## config.mk

```make
export PLATFORM = sky130hd
export DESIGN_NAME = pump_level_regs
export DESIGN_NICKNAME = d
export VERILOG_FILES = /design/src/hdl/pump_level_regs.v /design/src/hdl/strobe_edge.v /design/src/hdl/pump_divider.v
export VERILOG_INCLUDE_DIRS = /design/src /design/src/hdl
export SDC_FILE = /design/constraint.sdc
export NUM_CORES = 1
export LEC_CHECK = 0
export BUFFER_PORTS_ARGS = -buffer_cell sky130_fd_sc_hd__buf_2
export CAP_MARGIN = 15
export CORE_MARGIN = 2
export CORE_UTILIZATION = 57
export DETAILED_ROUTE_END_ITERATION = 16
export GPL_ROUTABILITY_DRIVEN = 0
export GPL_TIMING_DRIVEN = 1
export PLACE_DENSITY = 0.91
export SETUP_SLACK_MARGIN = 0.1
export SYNTH_ARGS = -nofsm -noshare
export SYNTH_HDL_FRONTEND = slang
export SYNTH_SLANG_ARGS = --single-unit
```

## constraint.sdc

```tcl
create_clock -name sys_clk -period 4.3 [get_ports sys_clk]
set_clock_uncertainty 0.05 [all_clocks]
set_input_delay 0.645 -clock sys_clk [delete_from_list [all_inputs] [get_ports sys_clk]]
set_output_delay 0.645 -clock sys_clk [all_outputs]
set_load 0.03 [all_outputs]
```

## src/hdl/pump_level_map.vh

```
// constants for the partial pump divider and common level command decoder
// assumes inclusion by pump_level_regs, the only design file of this block that includes it
`ifndef PUMP_LEVEL_MAP_VH
`define PUMP_LEVEL_MAP_VH
// ==========================================
// command codes
`define CMD_PARTIAL_PUMP_DIVIDER 8'hc4
`define CMD_COMMON_LEVEL_CODES   8'hc5
// ==========================================
// field layout
`define PUMP1_LSB                0
`define PUMP1_W                  3
`define PUMP234_LSB              4
`define CODE_LSB                 0
`define CODE7_W                  7
`define DIV_PROHIBITED           3'h7
`define LOW_CODE_MAX             7'h64
`define STAGE234_SHIFT_ADD       4'h1
// ==========================================
// level arithmetic, millivolts
`define HIGH_BASE_MV             13'ha8c
`define LOW_BASE_MV              13'h9c4
`define LEVEL_STEP_MV            13'h019
`define LEVEL_ZERO_MV            13'h000
`define LEVEL_RESET              13'h000
// ==========================================
// reset values
`define PUMP1_RESET              3'h2
`define PUMP234_RESET            3'h3
`define HIGH_CODE_RESET          7'h31
`define LOW_CODE_RESET           7'h3c
`endif

```

## src/hdl/pump_level_regs.v

```verilog
// command decoder and storage for partial pump divider and common level codes
// assumes all bus pins synchronous to sys_clk; host keeps the read strobe high
// assumes pump_source_clock is a one-clock tick, partial_mode a level
// a byte counts once, at the first clock edge that sees write_strobe_n high again
`timescale 1ns/1ps
`include "pump_level_map.vh"
// Contract
// - command at select low, parameter high, rising write
// - 0xc4 selects pump divider, one parameter
// - bits 6:4 stages two-four, 2:0 stage one
// - stage one divides source by two^code
// - stages two-four divide by two^(code+1)
// - reset loads divider codes 010 and 011
// - 0xc5 selects common levels, two parameters
// - low seven bits: high then low code
// - high code: 2.700 V plus 25 mV steps
// - low code: -2.500 V plus 25 mV steps
// - reset loads level codes 0110001, 0111100
// - commands taken only with extended enable high
// - level command accepted in every power state
module pump_level_regs
(
	// clock and reset
	input  wire        sys_clk,
	input  wire        sys_rst,
	input  wire        soft_reset,
	// parallel command bus
	input  wire [15:0] bus_data,
	input  wire        data_command_select,
	input  wire        read_strobe_n,
	input  wire        write_strobe_n,
	input  wire        extended_cmd_enable,
	// display state
	input  wire        partial_mode,
	input  wire        pump_source_clock,
	// stored codes
	output reg  [2:0]  pump1_partial_div,
	output reg  [2:0]  pump234_partial_div,
	output reg  [6:0]  common_high_code,
	output reg  [6:0]  common_low_code,
	// level outputs in millivolts
	output reg  [12:0] common_high_level,
	output reg  [12:0] common_low_level_mag,
	// pump stage enables and status
	output wire        pump1_tick,
	output wire        pump234_tick,
	output reg         code_error
);
	// ==========================================
	// sequencer states
	localparam [1:0] ST_IDLE     = 2'h0;
	localparam [1:0] ST_PUMP_P1  = 2'h1;
	localparam [1:0] ST_LEVEL_P1 = 2'h2;
	localparam [1:0] ST_LEVEL_P2 = 2'h3;

	// ==========================================
	// helpers
	// 25 mV per step from a base, result in mV
	function [12:0] level_mv;
		input [12:0] base;
		input [6:0]  code;
		begin
			level_mv = base + ({6'h00, code} * `LEVEL_STEP_MV);
		end
	endfunction

	// all-ones divider code has no defined pump rate
	function div_prohibited;
		input [2:0] code;
		begin
			div_prohibited = (code == `DIV_PROHIBITED);
		end
	endfunction

	// codes past 0 V are reserved
	function low_reserved;
		input [6:0] code;
		begin
			low_reserved = (code > `LOW_CODE_MAX);
		end
	endfunction

	// reserved codes pinned at 0 V so the level never wraps
	function [6:0] low_clip;
		input [6:0] code;
		begin
			low_clip = low_reserved(code) ? `LOW_CODE_MAX : code;
		end
	endfunction

	// ==========================================
	// write strobe edge
	// one-clock pulse once the strobe is seen high again
	wire write_rise;
	strobe_edge u_edge
	(
		.sys_clk        (sys_clk),
		.sys_rst        (sys_rst),
		.write_strobe_n (write_strobe_n),
		.write_rise     (write_rise)
	);

	// only bits 7:0 carry meaning; upper lanes ignored
	wire [7:0] byte_in;
	wire       wr_ok;
	wire       is_cmd;
	wire       is_par;

	assign byte_in = bus_data[7:0];
	assign wr_ok   = write_rise & read_strobe_n;
	assign is_cmd  = wr_ok & ~data_command_select;
	assign is_par  = wr_ok & data_command_select;

	// command bytes count only with the extended set open
	wire       cmd_pump;
	wire       cmd_level;
	assign cmd_pump  = extended_cmd_enable & (byte_in == `CMD_PARTIAL_PUMP_DIVIDER);
	assign cmd_level = extended_cmd_enable & (byte_in == `CMD_COMMON_LEVEL_CODES);

	// ==========================================
	// parameter sequencer
	reg  [1:0] state_r;
	reg  [1:0] state_nxt;
	wire       rst_any;
	assign rst_any = sys_rst | soft_reset;

	always @*
	begin
		state_nxt = state_r;
		if (is_cmd)
		begin
			// any command byte aborts a pending sequence
			state_nxt = ST_IDLE;
			// no power-state gating: accepted asleep too
			if (cmd_pump)
				state_nxt = ST_PUMP_P1;
			else if (cmd_level)
				state_nxt = ST_LEVEL_P1;
		end
		else if (is_par)
		begin
			case (state_r)
				ST_PUMP_P1:
				begin
					// a single byte completes the divider command
					state_nxt = ST_IDLE;
				end
				ST_LEVEL_P1:
				begin
					state_nxt = ST_LEVEL_P2;
				end
				ST_LEVEL_P2:
				begin
					state_nxt = ST_IDLE;
				end
				default:
				begin
					// stray parameter with no open command
					state_nxt = ST_IDLE;
				end
			endcase
		end
	end

	// soft reset also drops a half-written sequence
	always @(posedge sys_clk)
	begin
		if (rst_any)
			state_r <= ST_IDLE;
		else
			state_r <= state_nxt;
	end

	// ==========================================
	// stored codes, next values
	reg [2:0] pump1_nxt;
	reg [2:0] pump234_nxt;
	reg [6:0] high_nxt;
	reg [6:0] low_nxt;

	always @*
	begin
		pump1_nxt   = pump1_partial_div;
		pump234_nxt = pump234_partial_div;
		high_nxt    = common_high_code;
		low_nxt     = common_low_code;
		// parameters with no open command change nothing
		if (is_par)
		begin
			case (state_r)
				ST_PUMP_P1:
				begin
					pump1_nxt   = byte_in[`PUMP1_LSB+`PUMP1_W-1:`PUMP1_LSB];
					pump234_nxt = byte_in[`PUMP234_LSB+`PUMP1_W-1:`PUMP234_LSB];
				end
				ST_LEVEL_P1:
				begin
					high_nxt = byte_in[`CODE7_W-1:`CODE_LSB];
				end
				ST_LEVEL_P2:
				begin
					low_nxt = byte_in[`CODE7_W-1:`CODE_LSB];
				end
				default:
				begin
					low_nxt = common_low_code;
				end
			endcase
		end
	end

	// ==========================================
	// stored codes
	// hardware reset and soft reset alike restore the defaults
	always @(posedge sys_clk)
	begin
		if (rst_any)
		begin
			pump1_partial_div   <= `PUMP1_RESET;
			pump234_partial_div <= `PUMP234_RESET;
			common_high_code    <= `HIGH_CODE_RESET;
			common_low_code     <= `LOW_CODE_RESET;
		end
		else
		begin
			pump1_partial_div   <= pump1_nxt;
			pump234_partial_div <= pump234_nxt;
			common_high_code    <= high_nxt;
			common_low_code     <= low_nxt;
		end
	end

	// ==========================================
	// level codes to millivolts
	// low level is negative: output is magnitude below ground
	wire [12:0] high_level_nxt;
	wire [12:0] low_level_nxt;
	assign high_level_nxt = level_mv(`HIGH_BASE_MV, common_high_code);
	assign low_level_nxt  = `LOW_BASE_MV - level_mv(`LEVEL_ZERO_MV, low_clip(common_low_code));

	// levels trail the codes by one clock; soft reset leaves them following
	always @(posedge sys_clk)
	begin
		if (sys_rst)
		begin
			common_high_level    <= `LEVEL_RESET;
			common_low_level_mag <= `LEVEL_RESET;
		end
		else
		begin
			common_high_level    <= high_level_nxt;
			common_low_level_mag <= low_level_nxt;
		end
	end

	// ==========================================
	// host misuse flag
	// hardware still stores what was written; the flag only reports it
	wire bad_pump1;
	wire bad_pump234;
	wire bad_low;
	assign bad_pump1   = div_prohibited(pump1_partial_div);
	assign bad_pump234 = div_prohibited(pump234_partial_div);
	assign bad_low     = low_reserved(common_low_code);

	always @(posedge sys_clk)
	begin
		if (rst_any)
		begin
			code_error <= 1'b0;
		end
		else
		begin
			code_error <= bad_pump1 | bad_pump234 | bad_low;
		end
	end

	// ==========================================
	// partial mode pump dividers
	// stages two-four run one octave below stage one at equal codes 0 to 6
	wire [3:0] shift1;
	wire [3:0] shift234;
	assign shift1   = {1'b0, pump1_partial_div};
	assign shift234 = {1'b0, pump234_partial_div} + `STAGE234_SHIFT_ADD;

	pump_divider u_pump1
	(
		.sys_clk           (sys_clk),
		.sys_rst           (sys_rst),
		.enable            (partial_mode),
		.pump_source_clock (pump_source_clock),
		.shift             (shift1),
		.pump_tick         (pump1_tick)
	);

	pump_divider u_pump234
	(
		.sys_clk           (sys_clk),
		.sys_rst           (sys_rst),
		.enable            (partial_mode),
		.pump_source_clock (pump_source_clock),
		.shift             (shift234),
		.pump_tick         (pump234_tick)
	);
endmodule // pump_level_regs

```

## src/hdl/strobe_edge.v

```verilog
// rising edge detector for the active-low write strobe
// assumes the strobe is already synchronous to sys_clk
`timescale 1ns/1ps
module strobe_edge
(
	// clock and reset
	input  wire sys_clk,
	input  wire sys_rst,
	// strobe
	input  wire write_strobe_n,
	output wire write_rise
);
	reg prev_r;
	always @(posedge sys_clk)
	begin
		if (sys_rst)
			prev_r <= 1'b1;
		else
			prev_r <= write_strobe_n;
	end
	assign write_rise = write_strobe_n & ~prev_r;
endmodule // strobe_edge

```

## src/hdl/pump_divider.v

```verilog
// pump clock enable generator: fires once every 2**shift[2:0] source ticks
// assumes pump_source_clock is a synchronous tick in the sys_clk domain
`timescale 1ns/1ps
module pump_divider
(
	// clock and reset
	input  wire       sys_clk,
	input  wire       sys_rst,
	// control
	input  wire       enable,
	input  wire       pump_source_clock,
	input  wire [3:0] shift,
	// output
	output reg        pump_tick
);
	reg  [7:0] cnt_r;
	wire [7:0] last;
	// mask of 2**shift[2:0] - 1; a shift of 8 gives mask 0
	assign last = (8'h01 << shift[2:0]) - 8'h01;
	always @(posedge sys_clk)
	begin
		if (sys_rst | ~enable)
		begin
			cnt_r     <= 8'h00;
			pump_tick <= 1'b0;
		end
		else if (pump_source_clock)
		begin
			pump_tick <= (cnt_r >= last);
			cnt_r     <= (cnt_r >= last) ? 8'h00 : cnt_r + 8'h01;
		end
		else
			pump_tick <= 1'b0;
	end
endmodule // pump_divider

```

Yosys cells after proc, flatten, opt, wreduce, memory -nomap -nowiden
Cells that the tools add are included.
- multiplexer cells: 8
- multiply operators: 2
- equality and inequality tests: 7
- $add $sub $neg: 7
- shift-type cells: 2
- bitwise operators: 14
- reduce and logical (&&, ||, !) cells: 5
- magnitude comparators: 3
- operators by type and width (kind ; number):
    7-bit by 5-bit multiplier with 12-bit output (second input constant) ; 2
    8-bit by 1-bit adder with 8-bit output (second input constant) ; 2
    8-bit equality test (second input constant) ; 2
    8-bit greater-or-equal comparator ; 2
    8-bit 2-to-1 mux ; 2
    1-bit by 3-bit << shifter with 8-bit output (first input constant) ; 2
    8-bit by 1-bit subtractor with 8-bit output (second input constant) ; 2
    12-bit by 12-bit adder with 13-bit output (first input constant) ; 1
    12-bit by 12-bit subtractor with 13-bit output (first input constant) ; 1
    2-bit 2-to-1 mux ; 5
    7-bit > comparator (second input constant) ; 1
    7-bit 2-to-1 mux ; 1
    1-bit AND ; 6
    3-bit equality test (second input constant) ; 2
    2-bit AND reduction ; 3
    2-bit equality test (second input constant) ; 2
    1-bit NOT ; 4
    1-bit OR ; 4
    3-bit by 1-bit adder with 3-bit output (second input constant) ; 1
    2-bit by 1-bit equality test with 1-bit output (second input constant) ; 1
    2-bit nonzero test ; 1
    2-bit OR reduction ; 1
- bits in registers: 68
- bits of input ports: 25
- logic and storage cells: 61
- output and inout bits: 49

Logic depth before layout (Yosys ltp)
Gate-level depths: netlist of run 1.
- word-level depth: 6
- depth in mapped cells: 16
- gate-level depth less buffers: 16

By module
A second synthesis of run 1 with hierarchy kept.
- cells, all modules: 507
- area, all modules: 4578.1 µm²
- modules (own cells, without submodules) (module ; seq. area each (µm²) ; times used ; area an instance (µm²) ; cells an instance):
    pump_level_regs ; 980.9 ; 1 ; 3204.3 ; 358
    pump_divider ; 180.2 ; 2 ; 670.6 ; 73
    strobe_edge ; 20.0 ; 1 ; 32.5 ; 3

Worst setup path before layout of run 1
OpenSTA, ideal clock, no wires.
- kind: register to register
- from: reg common_low_code[6]
- to: reg common_low_level_mag[10]
- setup time: 0.123 ns
- data arrival time: 3.890 ns
- period minus slack after synthesis: 4.064 ns
- path buffers: 0
- data required time: 4.127 ns
- path slack: 0.236 ns
- stages on the path, launching flop included: 16
- path through: dfxtp_1 -> nand2_1 -> a21oi_1 -> nand2b_1 -> inv_1 -> ha_1 -> xor2_1 -> ha_1 -> inv_1 -> fa_1 -> inv_1 -> ha_1 -> and3_2 -> a221o_2 -> a31oi_4 -> mux2_1
- word-level cells in the longest chain between the ends: 4
- ends and longest elaborated chain (item ; line ; source):
    start, declared ; pump_level_regs.v:40 ; output reg [6:0] common_low_code,
    start signal, assigned ; pump_level_regs.v:222 ; common_low_code <= `LOW_CODE_RESET;
    start signal, assigned ; pump_level_regs.v:229 ; common_low_code <= low_nxt;
    7-bit > comparator (no line) ; n/a ;
    7-bit 2-to-1 mux * ; pump_level_regs.v:87 ; low_clip = low_reserved(code) ? `LOW_CODE_MAX : code;
    7-bit by 5-bit multiplier with 12-bit output (no line) * ; n/a ;
    12-bit by 12-bit subtractor with 13-bit output (no line) * ; n/a ;
    end signal, assigned ; pump_level_regs.v:247 ; common_low_level_mag <= `LEVEL_RESET;
    end signal, assigned ; pump_level_regs.v:252 ; common_low_level_mag <= low_level_nxt;
    end, declared ; pump_level_regs.v:43 ; output reg [12:0] common_low_level_mag,
Every way passes the cells marked *; elsewhere a longest branch is shown, timed or not.
A chain may end at the register's enable or synchronous reset.

Worst setup path after layout of run 1
- from: reg common_low_code[1]
- to: reg common_low_level_mag[10]
Same word-level chain as after synthesis.

==> metrics.md, run 1 <==
| Metric | Value |
|---|---|
| Rows | 32 |
| Setup-failing EPs final | 0 |
| Post-DP HPWL | 7.63 mm |
| Clock power frac | 0.429 |
| Core ar. | 0.00765 sq mm |
| Slew Limit Fails | 0 |
| Die H | 92.6 microns |
| Yosys Warn Count | 0 |
| Detailed-route via count | 3,771 |
| Htree depth | 3 |
| Largest cells by area after synthesis | dfxtp_1 30%, ha_1 20%, nor2_1 4.6%, inv_1 4.4%, fa_1 4.0% |
| Largest net degree at the start of global routing | 30 |
| Boundary pin count | 74 |
| GRT Total Usage | 0.246 |
| Clock Path Buffers | 2 |
| WP data required | 4490 ps |
| Switching share of power | 0.253 |
| Worst-path cell chain | o21ai_2, a21oi_4, or2_4, ha_1, inv_1, fa_1, inv_1, fa_1, inv_1, ha_4, a21o_1, a221o_2, a31oi_4, mux2_1 |
| Post-synth EDFFs | 0 |
| Static Leak | 2.44 nW |
| Synth async-reset ratio | 0 |
| Worst hold slack | 450 ps |
| Wire length per cell | around 15 microns |
| Synth top area share | 0.304 |
| Net Sw Power | 0.313 mW |
| Drt first pass iters | 5 |
| Syn avg cell area | 8.70 sq um |
| Final min period | 4040 ps |
| Cell Area, Synth | 0.00447 sq mm |
| Die extent in x | 92.6 microns |
| Detailed-routed wire length on met2 | ~5.1 mm |
| Core Util, Final | 0.667 |
| Power Internal | just over 0.9 mW |
| Clock root buffer master | clkbuf_8 |
| Post-Layout Cell Count | 683 |
| Crit path max fanout | 5 |
| Slew @ Worst Pin | around 800 ps |
| Via density | 5.52 |
| Status | finished, final reports clean |
| Worst-skew pair later-pin latency | 350 ps |
| Comb power frac | 0.053 |
| Top FF cell, synth | dfxtp_1 |
| Detailed Route WL | 10.2 mm |
| Met1 WL | 4.16 mm |
| First-pass GRT wire length | 16.9 mm |
| Sequential area share after synthesis | 0.304 |
| Clk slew on worst S/H paths | 80 ps |
| Layout area overhead | 14.1% |
| # nets final | 683 |
| Initial Util | 0.585 |
| VDD IR max | 148 uV |
| Synth cell types | 55 |
| Post-Place Cells | 667 |
| Crit path launch type | flip-flop |
| CTS Hold Bufs | 0 |
| Die area | 0.00857 sq mm |
| Max layer used | met4 |
| Setup Buffers After CTS | 0 |
| RSZ-0062 raised after global routing | no |
| Most frequent CP cell | inv_1 |
| Tot Pwr | around 1.2 mW |
| Met3 wire length | ~650 microns |
| Post-synth top cells | 73 x ha_1, 68 x dfxtp_1, 55 x nor2_1 |
| CTS tree | yes |
| Crit Path Class | flip-flop to flip-flop |
| Fill cell count | 599 |
| CP peak stage delay | 510 ps |
| Max-cap viol count | 0 |
| P per Cell Area | 242 mW/mm^2 |
| CP Data Arrival Time | 4230 ps |
| Vias in the first global route | 3,706 |
| Slowest cell on crit path | fa_1 |
| Post-route setup TNS | 0 ps |
| Clk sinks | 68 |
| Final antenna-violating net count | 0 |
| Cells after Synth | 514 |
| Layout cells sized above 1 | 0.177 |
| Relative slew slack | 0.467 |
| Seq pwr share | 0.518 |
| Port buffer count | between 60 and 70 |
| Critical Path Sink Type | flip-flop |
| Diodes inserted | 0 |
| Flops & latches, synth | 68 |
| Dominant cell type by area after synthesis | dfxtp_1 |
| Initial drt markers | 137 |
| Most common cell in the netlist | ha_1 |
| Initial antenna violation count | 0 |
| DRC viols | 0 |
| Final hold vios | 0 |
| Max Freq | 247 MHz |
| Tcrit/Tclk final | 0.940 |
| Hold crit path type | primary input to flip-flop |
| Gr ovfl total | 0 |
| Num CTS Buffers | 9 |
-- path summary, 6_finish.rpt --
| path | slack (ps) | cells after the start | start | end |
|---|---|---|---|---|
| hold reg to reg | 480 | 2 | u_pump1.cnt_r[0] | u_pump1.cnt_r[0] |
| hold / removal | 450 | 2 | write_strobe_n | u_edge.prev_r |
| setup / recovery | 260 | 14 | common_low_code[1] | common_low_level_mag[10] |
| setup reg to reg | 260 | 14 | common_low_code[1] | common_low_level_mag[10] |
-- metrics by stage --
stage / instance area (sq um) / setup WS [ps]
6_report: 5100 / 256
5_1_grt: 5100 / 131
4_1_cts: 5060 / 135
3_5_place_dp: 4870 / 117
3_3_place_gp: 4870 / 251
2_1_floorplan: 4480 / 236
-- cell families after synthesis --
group / synth area share
adders and majority gates: 0.244
DFF: 0.304
xor gates and xnor gates: 0.0529
buffers and inverters: 0.0615
and+or+nand+nor: 0.181
muxes: 0.0408
other: 0.000838
AOI/OAI and AO/OA: 0.114
-- critical path: cells and delay by family, from the launching register on --
kind,cells,cell delay (ps)
flip-flops,1,360
AND/OR/NAND/NOR,1,280
multiplexers,1,350
adder cells (fa/ha/maj),4,1540
AO/OA/AOI/OAI,5,1180
buffers and inverters,3,180
-- power by group through the flow --
stage | Sequential, mW | Combinational, mW | Clock [mW]
detailed placement | 0.656 | 0.0654 | 0
floorplan | 0.670 | 0.0255 | 0
global route | 0.642 | 0.0715 | 0.565
finish | 0.641 | 0.0661 | 0.530
global placement | 0.655 | 0.0638 | 0
CTS | 0.641 | 0.0656 | 0.539
-- routing by layer --
layer	global-route usage	up-vias
li1	-	1864
met1	0.288	1768
met2	0.445	115
met3	0.0415	24
met4	0.0983	0
met5	0	-
-- state kept, by name, indices dropped and copies added, names as in the netlist, 2 cells and up --
name                  cells
pump234_partial_div       3
common_low_level_mag     13
pump1_partial_div         3
common_high_code          7
state_r                   2
common_low_code           7
u_pump234.cnt_r           8
common_high_level        13
u_pump1.cnt_r             8
-- cell usage in the layout (no fill, tap or decap), types with 12 or more instances in the layout --
master and n:
nor2_1 55, nand2_1 41, inv_1 52, nand3_1 23, a21oi_1 22, o21ai_0 16, buf_2 65, xor2_1 15
dfxtp_1 68, xnor2_1 12, ha_1 71, mux2i_1 16
-- final cells by class --
type / instances / area, sq um / share of cell area
tap: 102 / 128 / 0.0250
multi-input combinational: 377 / 2880 / 0.565
inverter: 53 / 199 / 0.0390
clock buffer: 10 / 128 / 0.0250
clock inverter: 6 / 63.8 / 0.0125
sequential: 68 / 1360 / 0.267
timing repair buffer: 67 / 340 / 0.0667
-- what timing repair did --
action | in CTS | in global routing
endpoints found under the hold margin | 0 | 0
setup endpoints to repair | 1 | 2
pin swaps | 0 | 1
resized for setup | 2 | 5
gates cloned | 0 | 0
Note: power is estimated with default switching activity, not from simulation.
==> run 2: changes to the inputs <==
--- a/config.mk
+++ b/config.mk
@@ -9,11 +9,11 @@
 export BUFFER_PORTS_ARGS = -buffer_cell sky130_fd_sc_hd__buf_2
 export CAP_MARGIN = 15
 export CORE_MARGIN = 2
-export CORE_UTILIZATION = 57
+export CORE_UTILIZATION = 50
 export DETAILED_ROUTE_END_ITERATION = 16
 export GPL_ROUTABILITY_DRIVEN = 0
 export GPL_TIMING_DRIVEN = 1
-export PLACE_DENSITY = 0.91
+export PLACE_DENSITY = 0.82
 export SETUP_SLACK_MARGIN = 0.1
 export SYNTH_ARGS = -nofsm -noshare
 export SYNTH_HDL_FRONTEND = slang
==> constraint.sdc (replaced) <==
create_clock -name sys_clk -period 5.15 [get_ports sys_clk]
set_clock_uncertainty 0.05 [all_clocks]
set_input_delay 0.7725 -clock sys_clk [delete_from_list [all_inputs] [get_ports sys_clk]]
set_output_delay 0.7725 -clock sys_clk [all_outputs]
set_load 0.03 [all_outputs]
==> run 2 against run 1 <==
Compared with the run above: sequential power is 17% lower; wire length is 8.3% lower; utilization is 7.9 points lower; sequential cell count stayed put; fmax is 7.9% lower; first-iteration DRC count is 13% higher; non-clock buffer count is 2 lower; global-route usage is 4.1 points lower; highest routed layer unchanged.
==> metrics.md, run 2 (synthesized netlist as in run 1, its figures left out) <==
| Metric | Value |
|---|---|
| Top flop regs | common_high_level: 13 flops, common_low_level_mag: 13 flops (unchanged) |
| Most common cell after layout, fill and taps aside | ha_1 (unchanged) |
| Die extent in x | 98.6 microns (was 92.6 microns) |
| Core Util, Final | 0.589 (was 0.667) |
| CP top delay family | adder cells (unchanged) |
| Slew Limit Fails | 0 (unchanged) |
| Final hold vios | 0 (unchanged) |
| Detailed-route via count | 3,683 (was 3,771) |
| Power Internal | 0.873 mW (was 0.924 mW) |
| Slew @ Worst Pin | 779 ps (was 796 ps) |
| Layout cells sized above 1 | 0.169 (was 0.177) |
| GRT Total Usage | 0.204 (was 0.246) |
| Hold crit path type | flip-flop to flip-flop (was primary input to flip-flop) |
| Wire length per cell | 13.6 microns (was 14.9 microns) |
| Post-DP HPWL | 7.22 mm (was 7.63 mm) |
| Initial antenna violation count | 0 (unchanged) |
| Seq pwr share | 0.474 (was 0.518) |
| Area taken by multi-input logic gates | 0.00284 sq mm (was 0.00288 sq mm) |
| Max Freq | 228 MHz (was 247 MHz) |
| Switching share of power | 0.227 (was 0.253) |
| CP Data Arrival Time | 4570 ps (was 4230 ps) |
| Crit Path Class | flip-flop to flip-flop (unchanged) |
| Largest net degree at the start of global routing | 30 (unchanged) |
| P per Cell Area | 221 mW/mm^2 (was 242 mW/mm^2) |
| Met1 WL | 4.00 mm (was 4.16 mm) |
| Htree depth | 3 (unchanged) |
| Final antenna-violating net count | 0 (unchanged) |
| Worst-path cell chain | nand2_1, a21oi_1, nand2b_1, inv_1, ha_1, xor2_1, ha_1, inv_1, fa_1, inv_1, ha_1, and3_2, a221o_2, a31oi_4, mux2_1 (was o21ai_2, a21oi_4, or2_4, ha_1, inv_1, fa_1, inv_1, fa_1, inv_1, ha_4, a21o_1, a221o_2, a31oi_4, mux2_1) |
| Post-route setup TNS | 0 ps (unchanged) |
| Clock root buffer master | clkbuf_8 (unchanged) |
| Cts repair resizes | 0 (was 2) |
| RSZ-0062 raised after global routing | no (unchanged) |
| Worst-skew pair later-pin latency | 350 ps (about the same) |
| Met3 wire length | 482 microns (was 651 microns) |
| CTS tree | yes (unchanged) |
| Comb power frac | 0.048 (was 0.053) |
| Tot Pwr | 1.13 mW (was 1.24 mW) |
| Place WS | 859 ps (was 117 ps) |
| Clk slew on worst S/H paths | 70 ps (was 80 ps) |
| Via density | 5.36 (was 5.52) |
| CP Buf/Inv Count | 3 (unchanged) |
| Most frequent cells in the layout | 73 x ha_1, 68 x dfxtp_1, 65 x buf_2 (was 71 x ha_1, 68 x dfxtp_1, 65 x buf_2) |
| CP peak stage delay | 540 ps (was 510 ps) |
| DRC viols | 0 (unchanged) |
| Drt first pass iters | 4 (was 5) |
| Vias in the first global route | 3,676 (was 3,706) |
| Die area | 0.00972 sq mm (was 0.00857 sq mm) |
| Diodes inserted | 0 (unchanged) |
| Status | finished, final reports clean (unchanged) |
| Setup WS post-layout | 758 ps (was 256 ps) |
| First-pass GRT wire length | 16.3 mm (was 16.9 mm) |
| Clk sinks | 68 (unchanged) |
| Clock Path Buffers | 2 (unchanged) |
| Rows | 34 (was 32) |
| Net Sw Power | 0.257 mW (was 0.313 mW) |
| Setup Buffers After CTS | 0 (unchanged) |
| Tcrit/Tclk final | 0.853 (was 0.940) |
| Slowest cell on crit path | fa_1 (unchanged) |
| Initial drt markers | 155 (was 137) |
| Max-cap viol count | 0 (unchanged) |
| Detailed Route WL | 9.33 mm (was 10.2 mm) |
| Crit path max fanout | 7 (was 5) |
| Clock power frac | 0.478 (was 0.429) |
| CTS Hold Bufs | 0 (unchanged) |
| Num CTS Buffers | 9 (unchanged) |
| Max layer used | met4 (unchanged) |
| Static Leak | 2.46 nW (was 2.44 nW) |
| Initial Util | 0.516 (was 0.585) |
| Port buffer count | 65 (unchanged) |
| Storage cell area | 0.00136 sq mm (unchanged) |
| Layout area overhead | 14.1% (about the same) |
| Fill cell count | 782 (was 599) |
| Detailed-routed wire length on met2 | 4.64 mm (was 5.10 mm) |
| VDD IR max | 161 uV (was 148 uV) |
| Boundary pin count | 74 (unchanged) |
| # nets final | 681 (was 683) |
| Setup-failing EPs final | 0 (unchanged) |
| Die H | 98.6 microns (was 92.6 microns) |
| Relative slew slack | 0.479 (was 0.467) |
| Gr ovfl total | 0 (unchanged) |
| Final min period | 4390 ps (was 4040 ps) |
| Core ar. | 0.00868 sq mm (was 0.00765 sq mm) |
| Worst hold slack | 468 ps (was 450 ps) |
| WP data required | 5330 ps (was 4490 ps) |
| Critical Path Sink Type | flip-flop (unchanged) |
| Crit path launch type | flip-flop (unchanged) |
run 2: cell types whose count changed in the layout (fill, tap and decap cells not counted), moves of 2 or more:
cell        delta
clkinvlp_4     -2
ha_1           +2
bufinv_16      +2
buf_4          -2
ha_4           -2
run 2: cell type report:
type,count,share of cell area
clock inverters,7,0.0238
multi-input cells,377,0.556
flip-flops and latches,68,0.267
well taps,108,0.0265
clock buffers,9,0.0243
repair buffers,65,0.0637
inverters,53,0.0390
run 2: worst reg2reg max path, cell delays in order (launching register included):
cell,delay [ps]
dfxtp_1,530
nand2_1,150
a21oi_1,290
nand2b_1,200
inv_1,90
ha_1,350
xor2_1,190
ha_1,290
inv_1,60
fa_1,540
inv_1,50
ha_1,350
and3_2,200
a221o_2,400
a31oi_4,220
mux2_1,330
run 2: final timing paths:
check                      from                        to  slack, ps  depth (start not counted)
max          common_low_code[5]  common_low_level_mag[10]        760                         15
min            u_pump1.cnt_r[0]          u_pump1.cnt_r[0]        470                          2
max reg2reg  common_low_code[5]  common_low_level_mag[10]        760                         15
min reg2reg    u_pump1.cnt_r[0]          u_pump1.cnt_r[0]        470                          2
run 2: through the flow:
stage	instance area (sq um)	std cells
finish	5110	687
global route	5110	687
CTS	5110	687
detailed placement	4860	671
global placement	4860	671
floorplan	4480	515
run 2: power groups by stage:
stage	logic (mW)	registers, mW	clock network, mW
2_1_floorplan	0.0213	0.559	0
3_3_place_gp	0.0537	0.547	0
3_5_place_dp	0.0546	0.547	0
4_1_cts	0.0546	0.535	0.551
5_1_grt	0.0596	0.535	0.574
6_report	0.0546	0.535	0.540
run 2: metal layers:
| metal | vias to the layer above | GRT usage |
|---|---|---|
| li1 | 1858 | - |
| met1 | 1700 | 0.239 |
| met2 | 106 | 0.363 |
| met3 | 19 | 0.0511 |
| met4 | 0 | 0.0717 |
| met5 | - | 0 |
